--- src/frt_regs.vh ---
// Register map, field positions, reset values and timing for the free-running timer
// Assumes a 4-bit word address and 16-bit register data on the register port
`ifndef FRT_REGS_VH
`define FRT_REGS_VH

// Register offsets (word addresses)
`define REG_CTL0        4'h0
`define REG_MODE        4'h1
`define REG_IOC2        4'h2
`define REG_OPT0        4'h3
`define REG_CHAN0       4'h4
`define REG_CHAN1       4'h5
`define REG_CHAN2       4'h6
`define REG_CHAN3       4'h7
`define REG_COUNT       4'h8
`define REG_IRQ_STAT    4'h9
`define REG_IRQ_MASK    4'hA
`define REG_CAP_EDGE    4'hB

// Field positions
`define CTL0_CE_BIT     7
`define MODE_LSB        0
`define MODE_MSB        2
`define IOC2_ETS_LSB    0
`define IOC2_ETS_MSB    1
`define IOC2_EES_LSB    2
`define IOC2_EES_MSB    3
`define OPT0_OVF_BIT    0
`define OPT0_CCS_LSB    4
`define OPT0_CCS_MSB    7
`define IRQ_WRAP_BIT    4

// Operating mode codes
`define MODE_FREE_RUN   3'b101
`define MODE_PWM_OUT    3'b100

// Capture edge codes, two bits per channel
`define EDGE_NONE       2'b00
`define EDGE_RISE       2'b01
`define EDGE_FALL       2'b10
`define EDGE_BOTH       2'b11

// Reset values and counter limits
`define RST_ZERO16      16'h0000
`define CNT_MAX         16'hFFFF
`define CNT_MIN         16'h0000

// Count clock divider: system clocks per count clock
`define COUNT_DIV       1

`endif

--- src/free_running_timer_capture_compare.v ---
// Four-channel 16-bit free-running timer with capture/compare channels and one interrupt
// Assumes one system clock, a synchronous reset, and capture pins from outside this domain
//
// Summary of operation
// - Outside PWM mode, match interrupt comes on the count-up after equality.
// - In PWM mode, match interrupt comes in the cycle the counter becomes equal.
// - Mode field 101 selects free-running timer operation.
// - Writing 1 to the count enable bit starts the 16-bit counter, in mode 101 or 100 only.
// - Each channel is compare or capture, chosen by its own select bit.
// - Starting the counter in free-running mode inverts all four channel output pins.
// - A compare match raises the channel interrupt and toggles its output pin.
// - From FFFFH the next count-up wraps to 0000H, raises wrap interrupt, keeps counting.
// - The wrap also sets the wrap flag, which holds until software clears it.
// - Compare values written while counting take effect at once.
// - A valid capture edge latches the counter and raises the channel interrupt.
// - Event edge select is a two-bit field; trigger edge bits held 0 in free-running mode.
//
// Local design decisions: strobed register access and the placing of the registers.
`timescale 1ns/100ps
`include "frt_regs.vh"

module free_running_timer_capture_compare #(
    parameter COUNT_DIV = `COUNT_DIV
) (
    // Clock and reset
    input  wire        clk_sys_i,
    input  wire        srst_i,
    // Register port
    input  wire [3:0]  addr_i,
    input  wire [15:0] wdata_i,
    input  wire        wr_i,
    input  wire        rd_i,
    output reg  [15:0] rdata_o,
    // Pins
    input  wire [3:0]  chan_capture_pin_i,
    output reg  [3:0]  chan_output_pin_o,
    // Interrupt
    output reg         irq_o
);

    // Control and configuration
    reg         count_enable_bit_ff;
    reg  [2:0]  operating_mode_field_ff;
    reg  [1:0]  event_edge_sel_ff;
    reg  [1:0]  trigger_edge_sel_ff;
    reg  [3:0]  chan_function_select_ff;
    reg         wrap_flag_ff;
    reg  [7:0]  cap_edge_ff;
    reg  [4:0]  irq_stat_ff;
    reg  [4:0]  irq_mask_ff;
    reg  [15:0] count_ff;
    reg  [15:0] div_ff;
    reg  [15:0] chan_val_ff [0:3];

    // Capture pin synchronisers and filtered levels
    reg  [3:0]  cap_s1_ff;
    reg  [3:0]  cap_s2_ff;
    reg  [3:0]  cap_s3_ff;
    reg  [3:0]  cap_lvl_ff;

    wire        free_run;
    wire        pwm_mode;
    wire        counting;
    wire        tick;
    wire        start;
    wire        wrap;
    wire [15:0] nxt_count;
    wire [3:0]  chan_hit;
    wire [3:0]  cap_hit;
    wire [3:0]  cap_rise;
    wire [3:0]  cap_fall;
    wire [3:0]  cap_agree;
    wire [4:0]  irq_event;
    wire        wr_ctl0;
    wire        wr_mode;
    wire        wr_ioc2;
    wire        wr_opt0;
    wire        wr_edge;
    wire        wr_mask;
    wire        wr_stat;
    wire        ce_wdata;
    wire [3:0]  nxt_pins;
    wire [4:0]  nxt_irq_stat;
    wire        nxt_irq;
    wire        nxt_wrap_flag;
    reg  [15:0] nxt_rdata;

    // Divider end held at full width, so the compare never drops bits
    localparam [31:0] DIV_LAST = COUNT_DIV - 1;

    assign free_run = (operating_mode_field_ff == `MODE_FREE_RUN);
    assign pwm_mode = (operating_mode_field_ff == `MODE_PWM_OUT);
    assign counting = count_enable_bit_ff & (free_run | pwm_mode);
    // Divider gives one count clock; with COUNT_DIV of 1 every system clock counts
    assign tick     = counting & ({16'h0000, div_ff} == DIV_LAST);
    assign wr_ctl0  = wr_i & (addr_i == `REG_CTL0);
    assign wr_mode  = wr_i & (addr_i == `REG_MODE);
    assign wr_ioc2  = wr_i & (addr_i == `REG_IOC2);
    assign wr_opt0  = wr_i & (addr_i == `REG_OPT0);
    assign wr_edge  = wr_i & (addr_i == `REG_CAP_EDGE);
    assign wr_mask  = wr_i & (addr_i == `REG_IRQ_MASK);
    assign wr_stat  = wr_i & (addr_i == `REG_IRQ_STAT);
    assign ce_wdata = wdata_i[`CTL0_CE_BIT];
    assign start    = wr_ctl0 & ce_wdata & ~count_enable_bit_ff;
    assign wrap     = tick & (count_ff == `CNT_MAX);
    assign nxt_count = wrap ? `CNT_MIN : count_ff + 16'h0001;

    // Stable level only moves once the second and third stages agree
    assign cap_agree = ~(cap_s2_ff ^ cap_s3_ff);
    assign cap_rise  = cap_agree & cap_s3_ff & ~cap_lvl_ff;
    assign cap_fall  = cap_agree & ~cap_s3_ff & cap_lvl_ff;

    genvar g;
    generate
        for (g = 0; g < 4; g = g + 1) begin : g_chan
            wire [15:0] val;
            wire [1:0]  esel;
            assign val  = chan_val_ff[g];
            assign esel = cap_edge_ff[2*g+1:2*g];
            // Capture only while counting, so a stopped counter never overwrites values
            assign cap_hit[g] = counting & chan_function_select_ff[g] &
                                ((cap_rise[g] & esel[0]) | (cap_fall[g] & esel[1]));
            // Early timing in PWM mode lines the interrupt up with the pin change
            assign chan_hit[g] = tick & ~chan_function_select_ff[g] &
                                 (pwm_mode ? (nxt_count == val)
                                           : (count_ff == val));
        end
    endgenerate

    assign irq_event = {wrap, chan_hit | cap_hit};
    // Write one to clear; an event in the same cycle still sets its bit
    assign nxt_irq_stat = (irq_stat_ff & ~({5{wr_stat}} & wdata_i[4:0])) | irq_event;
    assign nxt_irq      = |(irq_stat_ff & irq_mask_ff);
    // Only a written 0 clears the flag, and a wrap wins the tie
    assign nxt_wrap_flag = wrap | (wrap_flag_ff & ~(wr_opt0 & ~wdata_i[`OPT0_OVF_BIT]));
    // Start in free-running mode inverts all pins; a match at the start edge is impossible
    assign nxt_pins = (start & free_run) ? ~chan_output_pin_o
                                         : (chan_output_pin_o ^ chan_hit);

    // Counter; a stopped counter sits at zero, ready for a fresh start
    always @(posedge clk_sys_i) begin
        if (srst_i) begin
            count_ff <= `RST_ZERO16;
        end else if (!counting) begin
            count_ff <= `CNT_MIN;
        end else if (tick) begin
            count_ff <= nxt_count;
        end
    end

    // Count clock divider
    always @(posedge clk_sys_i) begin
        if (srst_i) begin
            div_ff <= `RST_ZERO16;
        end else if (!counting || tick) begin
            div_ff <= `RST_ZERO16;
        end else begin
            div_ff <= div_ff + 16'h0001;
        end
    end

    // Channel output pins
    always @(posedge clk_sys_i) begin
        if (srst_i) begin
            chan_output_pin_o <= 4'h0;
        end else begin
            chan_output_pin_o <= nxt_pins;
        end
    end

    // Capture pin synchronisers
    always @(posedge clk_sys_i) begin
        if (srst_i) begin
            cap_s1_ff  <= 4'h0;
            cap_s2_ff  <= 4'h0;
            cap_s3_ff  <= 4'h0;
            cap_lvl_ff <= 4'h0;
        end else begin
            cap_s1_ff  <= chan_capture_pin_i;
            cap_s2_ff  <= cap_s1_ff;
            cap_s3_ff  <= cap_s2_ff;
            cap_lvl_ff <= (cap_s2_ff & cap_s3_ff) | (cap_lvl_ff & (cap_s2_ff | cap_s3_ff));
        end
    end

    // Channel value registers; a capture beats a software write in the same cycle
    integer i;
    always @(posedge clk_sys_i) begin
        if (srst_i) begin
            for (i = 0; i < 4; i = i + 1) begin
                chan_val_ff[i] <= `RST_ZERO16;
            end
        end else begin
            for (i = 0; i < 4; i = i + 1) begin
                if (cap_hit[i]) begin
                    chan_val_ff[i] <= count_ff;
                end else if (wr_i && (addr_i == (`REG_CHAN0 + i[3:0]))) begin
                    chan_val_ff[i] <= wdata_i;
                end
            end
        end
    end

    // Enable, mode, edge selects and channel functions
    always @(posedge clk_sys_i) begin
        if (srst_i) begin
            count_enable_bit_ff     <= 1'b0;
            operating_mode_field_ff <= 3'h0;
            event_edge_sel_ff       <= 2'h0;
            trigger_edge_sel_ff     <= 2'h0;
            chan_function_select_ff <= 4'h0;
        end else begin
            if (wr_ctl0) begin
                count_enable_bit_ff <= ce_wdata;
            end
            if (wr_mode) begin
                operating_mode_field_ff <= wdata_i[`MODE_MSB:`MODE_LSB];
            end
            if (wr_ioc2) begin
                event_edge_sel_ff <= wdata_i[`IOC2_EES_MSB:`IOC2_EES_LSB];
            end
            // Trigger edges mean nothing in free-running mode, so they stay 0 there
            if (free_run) begin
                trigger_edge_sel_ff <= 2'h0;
            end else if (wr_ioc2) begin
                trigger_edge_sel_ff <= wdata_i[`IOC2_ETS_MSB:`IOC2_ETS_LSB];
            end
            if (wr_opt0) begin
                chan_function_select_ff <= wdata_i[`OPT0_CCS_MSB:`OPT0_CCS_LSB];
            end
        end
    end

    // Capture edge selects and interrupt mask
    always @(posedge clk_sys_i) begin
        if (srst_i) begin
            cap_edge_ff <= 8'h00;
            irq_mask_ff <= 5'h00;
        end else begin
            if (wr_edge) begin
                cap_edge_ff <= wdata_i[7:0];
            end
            if (wr_mask) begin
                irq_mask_ff <= wdata_i[4:0];
            end
        end
    end

    // Wrap flag; software must clear it, hardware never does
    always @(posedge clk_sys_i) begin
        if (srst_i) begin
            wrap_flag_ff <= 1'b0;
        end else begin
            wrap_flag_ff <= nxt_wrap_flag;
        end
    end

    // Interrupt status, and the level output one cycle behind it
    always @(posedge clk_sys_i) begin
        if (srst_i) begin
            irq_stat_ff <= 5'h00;
            irq_o       <= 1'b0;
        end else begin
            irq_stat_ff <= nxt_irq_stat;
            irq_o       <= nxt_irq;
        end
    end

    // Read mux; unmapped addresses return zero
    always @* begin
        nxt_rdata = `RST_ZERO16;
        case (addr_i)
            `REG_CTL0:     nxt_rdata = {8'h00, count_enable_bit_ff, 7'h00};
            `REG_MODE:     nxt_rdata = {13'h0000, operating_mode_field_ff};
            `REG_IOC2:     nxt_rdata = {12'h000, event_edge_sel_ff,
                                        free_run ? 2'h0 : trigger_edge_sel_ff};
            `REG_OPT0:     nxt_rdata = {8'h00, chan_function_select_ff, 3'h0,
                                        wrap_flag_ff};
            `REG_CHAN0:    nxt_rdata = chan_val_ff[0];
            `REG_CHAN1:    nxt_rdata = chan_val_ff[1];
            `REG_CHAN2:    nxt_rdata = chan_val_ff[2];
            `REG_CHAN3:    nxt_rdata = chan_val_ff[3];
            `REG_COUNT:    nxt_rdata = count_ff;
            `REG_IRQ_STAT: nxt_rdata = {11'h000, irq_stat_ff};
            `REG_IRQ_MASK: nxt_rdata = {11'h000, irq_mask_ff};
            `REG_CAP_EDGE: nxt_rdata = {8'h00, cap_edge_ff};
            default:       nxt_rdata = `RST_ZERO16;
        endcase
    end

    // Read data stands only in the cycle after the strobe
    // Zero outside that slot, so stale data never looks like a fresh read
    always @(posedge clk_sys_i) begin
        if (srst_i) begin
            rdata_o <= `RST_ZERO16;
        end else if (rd_i) begin
            rdata_o <= nxt_rdata;
        end else begin
            rdata_o <= `RST_ZERO16;
        end
    end

endmodule // free_running_timer_capture_compare

--- config.mk ---
export PLATFORM = sky130hd
export DESIGN_NAME = free_running_timer_capture_compare
export DESIGN_NICKNAME = d
export VERILOG_FILES = /design/src/free_running_timer_capture_compare.v
export VERILOG_INCLUDE_DIRS = /design/src
export SDC_FILE = /design/constraint.sdc
export NUM_CORES = 1
export LEC_CHECK = 0
export ABC_AREA = 1
export BUFFER_PORTS_ARGS = -buffer_cell sky130_fd_sc_hd__buf_2
export CORE_MARGIN = 3
export CORE_UTILIZATION = 25
export DETAILED_ROUTE_END_ITERATION = 10
export MAX_ROUTING_LAYER = met4
export PLACE_DENSITY = 0.47
export REMOVE_ABC_BUFFERS = 1
export SLEW_MARGIN = 10
export SYNTH_ARGS = -nofsm -noshare
export SYNTH_HDL_FRONTEND = slang
export SYNTH_SLANG_ARGS = --single-unit
--- constraint.sdc ---
create_clock -name clk_sys_i -period 2.9 [get_ports clk_sys_i]
set_input_delay 0 -clock clk_sys_i [delete_from_list [all_inputs] [get_ports clk_sys_i]]
set_output_delay 0 -clock clk_sys_i [all_outputs]
set_load 0.1 [all_outputs]
# --- Yosys cells after proc, flatten, opt, wreduce, memory -nomap -nowiden ---
# Memories as Yosys holds them, arrays and structs flattened.
# Cells that the tools add are included.
word_totals:
  regBits: 100
  latchBits: 0
  mem_bits_rw: 64
  mem_bits_ro: 0
  input_bits: 28
  output_inout_bits: 21
  elab_cells: 184
  mem_count: 1
mem_list:
  columns: ["memory", "words", "width", "read_ports", "rd_ports_with_merged_regs", "wr", "line", "text"]
  rows:
  - ["chan_val_ff", 4, 16, 4, 0, 4, "free_running_timer_capture_compare.v:53", "reg [15:0] chan_val_ff [0:3];"]
classes:
  add_sub_neg: 2
  n_mul: 0
  div_mod_pow: 0
  n_lt_le_gt_ge: 0
  eq_ne: 22
  shift: 0
  mux: 46
  bitwise: 82
  reduce_logical: 13
ops:
  columns: ["operator", "count"]
  rows:
  - ["one-hot mux 16 bit (12 select lines)", 1]
  - ["two-way mux 16 bit", 9]
  - ["== test 16 bit", 8]
  - ["bitwise AND 1 bit", 39]
  - ["two-way mux 1 bit", 34]
  - ["adder 16 x 1 -> 16 bit (second input constant)", 2]
  - ["bitwise AND 4 bit", 6]
  - ["== test 16 bit (second input constant)", 1]
  - ["== test 4 x 3 -> 1 bit (second input constant)", 4]
  - ["== test 4 bit (second input constant)", 4]
  - ["zero test 16 bit", 1]
  - ["inverter 4 bit", 4]
  - ["bitwise AND 5 bit", 3]
  - ["bitwise OR 1 bit", 14]
  - ["bitwise OR 4 bit", 3]
  - ["inverter 1 bit", 9]
  - ["== test 4 x 2 -> 1 bit (second input constant)", 2]
  - ["OR reduction 2 bit", 4]
  - ["XOR 4 bit", 2]
  - ["== test 3 bit (second input constant)", 2]
  - ["inverter 5 bit", 1]
  - ["bitwise OR 5 bit", 1]
  - ["OR reduction 5 bit", 1]
  - ["== test 4 x 1 -> 1 bit (second input constant)", 1]
  - ["other kinds (6)", 9]

# --- Logic depth before layout (Yosys ltp) ---
depth:
  ltp_word: 12
  ltp_mapped: 20
  ltp_nobuf: 19

# --- Worst setup path after synthesis ---
# OpenSTA, ideal clock, no wires.
synth_timing:
  kind: "register to register"
  start: "register cap_s2_ff[3]"
  end: "memory chan_val_ff[3][0] (enable)"
  setup_time_ns: 0.417
  t_arrival_ns: 1.736
  required_time_ns: 2.483
  path_slack_ns: 0.747
  path_stages_with_launch: 7
  n_path_buf: 1
  synth_period_minus_slack_ns: 2.153
  cell_sequence: "dfxtp_1 -> nand2_1 -> o31ai_1 -> nand3_1 -> nand4_1 -> clkbuf_1 -> nand3_1"
synth_rtl:
  columns: ["element", "line", "text"]
  rows:
  - ["start, declared", "free_running_timer_capture_compare.v:57", "reg [3:0] cap_s2_ff;"]
  - ["start signal, assigned", "free_running_timer_capture_compare.v:180", "cap_s2_ff <= cap_s1_ff;"]
  - ["end, declared", "free_running_timer_capture_compare.v:53", null]

# --- Final worst setup path ---
layout_timing:
  start: "register count_ff[0]"
  end: "register chan_output_pin_o[3]"
layout_between:
  elab_chain_cells: 8
  word_cells_on_any_way: 10
  classes_between: "1 x add/sub; 3 x eq/ne; 3 x mux; 3 x bitwise"
layout_rtl:
  columns: ["element", "line", "text"]
  rows:
  - ["start, declared", "free_running_timer_capture_compare.v:51", "reg [15:0] count_ff;"]
  - ["start signal, assigned", "free_running_timer_capture_compare.v:143", "count_ff <= `RST_ZERO16;"]
  - ["start signal, assigned", "free_running_timer_capture_compare.v:145", "count_ff <= `CNT_MIN;"]
  - ["start signal, assigned", "free_running_timer_capture_compare.v:147", "count_ff <= nxt_count;"]
  - ["branches (longest 4 deep; another with adder 16 x 1 -> 16 bit)", null, null]
  - ["two-way mux 1 bit (*)", "free_running_timer_capture_compare.v:125", "(pwm_mode ? (nxt_count == val)"]
  - ["bitwise AND 1 bit (*)", "free_running_timer_capture_compare.v:124", "assign chan_hit[g] = tick & ~chan_function_select_ff[g] &"]
  - ["XOR 4 bit (*)", "free_running_timer_capture_compare.v:138", ": (chan_output_pin_o ^ chan_hit);"]
  - ["two-way mux 4 bit (*)", "free_running_timer_capture_compare.v:137", "assign nxt_pins = (start & free_run) ? ~chan_output_pin_o"]
  - ["end signal, assigned", "free_running_timer_capture_compare.v:167", "chan_output_pin_o <= nxt_pins;"]
  - ["end, declared", "free_running_timer_capture_compare.v:36", "output reg [3:0] chan_output_pin_o,"]
# Mark *: on every way between the ends.
# A chain may end at the register's enable or synchronous reset.

==> metrics.csv <==
stage;metric;value;unit
clock_tree;buffer depth of the longest clock path;2;
critical_path;worst path bufs/invs;1;
power;sequential power share;47.5;%
critical_path;cell family with the largest share of critical-path delay;simple AND/OR/NAND/NOR gates;
critical_path;most used cell, CP;nand2_1;
worst_hold_path;Hold Crit Class;in2reg;
critical_path;Worst path max stage delay;0.40;ns
routing;drt pass-1 iters;5;
routing;DRC Markers;0;
sta;final setup margin;0.2351;ns
synth;EDFF count, synth;64;
outcome;status;finished, final reports clean;
clock_tree;Clk Latency, worst-skew pair;0.46;ns
final_layout;layout cells sized above 1;13.50;%
synth;Syn Inst Count;1263;
floorplanning;I/O pin count;49;
floorplanning;die height;199.2;um
final_layout;Final #Nets;1403;
placement;gpl congestion;1.015;
floorplanning;Starting Density;25.43;%
placement;Placed Cells;1794;
floorplanning;Rows;70;
grt;largest net degree at the start of global routing;21;
power;Sw Pwr;1.529;mW
sta;fmax;0.3752;GHz
synth;Synth cell types;54;
routing;WL per Instance;21.33;um
placement;Post-DP HPWL;30.65;mm
critical_path;critical path required time;3.30;ns
floorplanning;Die Wd;199.2;um
sta;Min Clock Period, post-route;2.665;ns
final_layout;fin area;0.01126;sq mm
clock_tree;register clock-pin slew on the reported worst setup and hold paths;0.08;ns
final_layout;fin cells;1853;
synth;most common flop cell mapped by yosys;dfxtp_1;
clock_tree;post-CTS setup buffers;0;
power;worst vdd ir;0.3561;mV
routing;antenna viol nets, final;0;
sta;Worst-Margin Slew;0.9085;ns
synth;Synth area leader;dfxtp_1;
clock_tree;cts bufs inserted;17;
sta;final worst-path cycle share;91.89;%
floorplanning;full die area;0.03969;sq mm
placement;pre-CTS setup slack;0.1220;ns
floorplanning;core outline area;0.03670;sq mm
synth;Mapped Area;0.009334;sq mm
critical_path;CP Class;reg2reg;
sta;Post-Route Setup TNS;0;ns
synth;Yosys warning total;0;
critical_path;startpoint types;flip-flop;
power;post-route total power;5.282;mW
grt;global-route wire length before repair;58.31;mm
clock_tree;Clock Sink Count;164;
grt;initial antenna violation count;0;
power;switching portion of total power;28.95;%
power;cell internal pwr;3.753;mW
synth;asr flop ratio synth;0;%
power;Clock power frac;43.8;%
power;combinational share of power;8.6;%
synth;Synth top cells by count;nand2_1 (254), inv_1 (180), nor2_1 (143);
power;Pleak;4.489;nW
synth;post-synthesis average cell area;7.390;sq um
synth;most numerous cell in the Yosys netlist;nand2_1;
placement;Port Buffers;48;
clock_tree;H-tree depth;4;
clock_tree;Clock Tree Root;clkbuf_16;
clock_tree;CTS tree;built;
critical_path;crit path DAT;3.07;ns
sta;Worst Skew;0.01346;ns
sta;Hold Violations, Final;0;
final_layout;final core utilization;30.69;%
synth;share of Yosys cell area claimed by the top area cell type;21.45;%
synth;Seq/Total Area, Yosys;42.04;%
critical_path;crit end category;flip-flop;
critical_path;critical path cell sequence;ha_2, nand2_2, nor2_4, nand3_4, nor2_4, nand2_8, nand3_2, nand2_1, nand2_1, nand2_1, inv_1, nand2_1, nor2_1, nand3_1, nand3_1, nand2_1, nor2_1;
grt;GR Overflow Total;0;
grt;vias in the first global route;9070;
routing;DR iter-0 viols;910;
final_layout;Fill cells;3964;
final_layout;Antenna Cells;0;
critical_path;crit path max fanout;12;
routing;WL final;39.53;mm
sta;Slew HR;39.29;%
routing;via count;9412;
sta;Slew Limit Fails;0;
grt;All-Layer GR Usage;20.81;%
critical_path;Slowest-stage cell, CP;dfxtp_2;
run;Max-Cap Viols;0;
sta;hold_ws;0.02678;ns
synth;Synth Register Bits;164;
power;pwr/cell area;469.0;mW/mm^2
final_layout;area delta synth->final;20.64;%
synth;largest cells by area after synthesis;dfxtp_1 (21%), edfxtp_1 (21%), nand2_1 (10%), inv_1 (7.2%), nand3_1 (6.8%);
sta;final setup violation count;0;
placement;Post-DP Area;0.01037;sq mm
routing;Avg Vias per Cell;5.079;
sta;RSZ-0062 raised after global routing;false;
[what timing repair did]
item / 4_1_cts / 5_1_grt
hold endpoints to repair: 67 / 0
setup endpoints to repair: 0 / 5
gates resized for setup: 0 / 7
hold buffers: 27 / 0
[per-layer routing]
metal | up-vias | routed length [um] | share of wire [%] | track usage, %
met5 | - | 0 | 0 | -
met4 | 0 | 1655 | 4.2 | 8.771
met3 | 93 | 2634 | 6.7 | 4.620
met2 | 361 | 17790 | 45 | 31.67
met1 | 4465 | 17450 | 44 | 26.75
li1 | 4493 | - | - | -
[area by class of cell]
cell class	instances	area (sq um)	share of cell area, %
repair buffers	125	910.9	8.089
multi-input cells	875	4534	40.27
inverters	189	711.9	6.322
clock buffers	17	425.4	3.778
clock inverters	15	166.4	1.478
flip-flops and latches	164	3926	34.87
well taps	468	585.6	5.200
[cell families (layout without fill, tap and decap cells)]
| family | count (synthesis) | after routing | synth area share (%) |
|---|---|---|---|
| adder cells (fa/ha/maj) | 3 | 3 | 0.4022 |
| AND/OR/NAND/NOR | 615 | 615 | 30.70 |
| XOR/XNOR | 20 | 20 | 1.877 |
| AO/OA/AOI/OAI | 237 | 237 | 15.35 |
| buffers and inverters | 224 | 346 | 9.638 |
| flip-flops | 164 | 164 | 42.04 |
[worst register-to-register path, stage by stage (launching register included)]
cell	delay, ns
dfxtp_2	0.40
ha_2	0.23
nand2_2	0.07
nor2_4	0.20
nand3_4	0.12
nor2_4	0.18
nand2_8	0.15
nand3_2	0.17
nand2_1	0.14
nand2_1	0.14
nand2_1	0.06
inv_1	0.05
nand2_1	0.06
nor2_1	0.15
nand3_1	0.22
nand3_1	0.12
nand2_1	0.06
nor2_1	0.09
[path summary, 6_finish.rpt]
check / startpoint / endpoint / slack [ns] / cells past startpoint
setup / recovery: count_ff[0] / chan_output_pin_o[3] / 0.24 / 17
hold / removal: addr_i[1] / count_enable_bit_ff / 0.03 / 6
setup reg to reg: count_ff[0] / chan_output_pin_o[3] / 0.24 / 17
hold reg to reg: cap_s1_ff[1] / cap_s2_ff[1] / 0.40 / 2
[power by group through the flow]
| stage | Combinational, mW | Clock (mW) | Sequential [mW] |
|---|---|---|---|
| after global placement | 0.425 | 0 | 2.56 |
| after global routing | 0.492 | 2.45 | 2.52 |
| final | 0.455 | 2.32 | 2.51 |
| after CTS | 0.446 | 2.37 | 2.51 |
| after detailed placement | 0.420 | 0 | 2.56 |
| after floorplan | 0.208 | 0 | 2.57 |
[flip-flops by register name, summed over array words and instances, names as in the netlist, 3 cells and up]
| register | cells |
|---|---|
| cap_s3_ff | 4 |
| cap_lvl_ff | 4 |
| rdata_o | 16 |
| chan_val_ff | 64 |
| cap_edge_ff | 8 |
| cap_s1_ff | 4 |
| irq_stat_ff | 5 |
| operating_mode_field_ff | 3 |
| chan_output_pin_o | 4 |
| irq_mask_ff | 5 |
| chan_function_select_ff | 4 |
| div_ff | 16 |
| count_ff | 16 |
| cap_s2_ff | 4 |
[layout by cell type (no fill, tap or decap), types with 18 or more instances in the layout]
cell and n:
nand4_1 18, o22ai_1 87, edfxtp_1 64, inv_1 180, a21oi_1 62, dfxtp_1 98
o21ai_0 41, nand3_1 126, nand2_1 253, dlygate4sd3_1 27, buf_4 48, nor2_1 142
buf_2 48
Power figures use the tool's default switching activity.
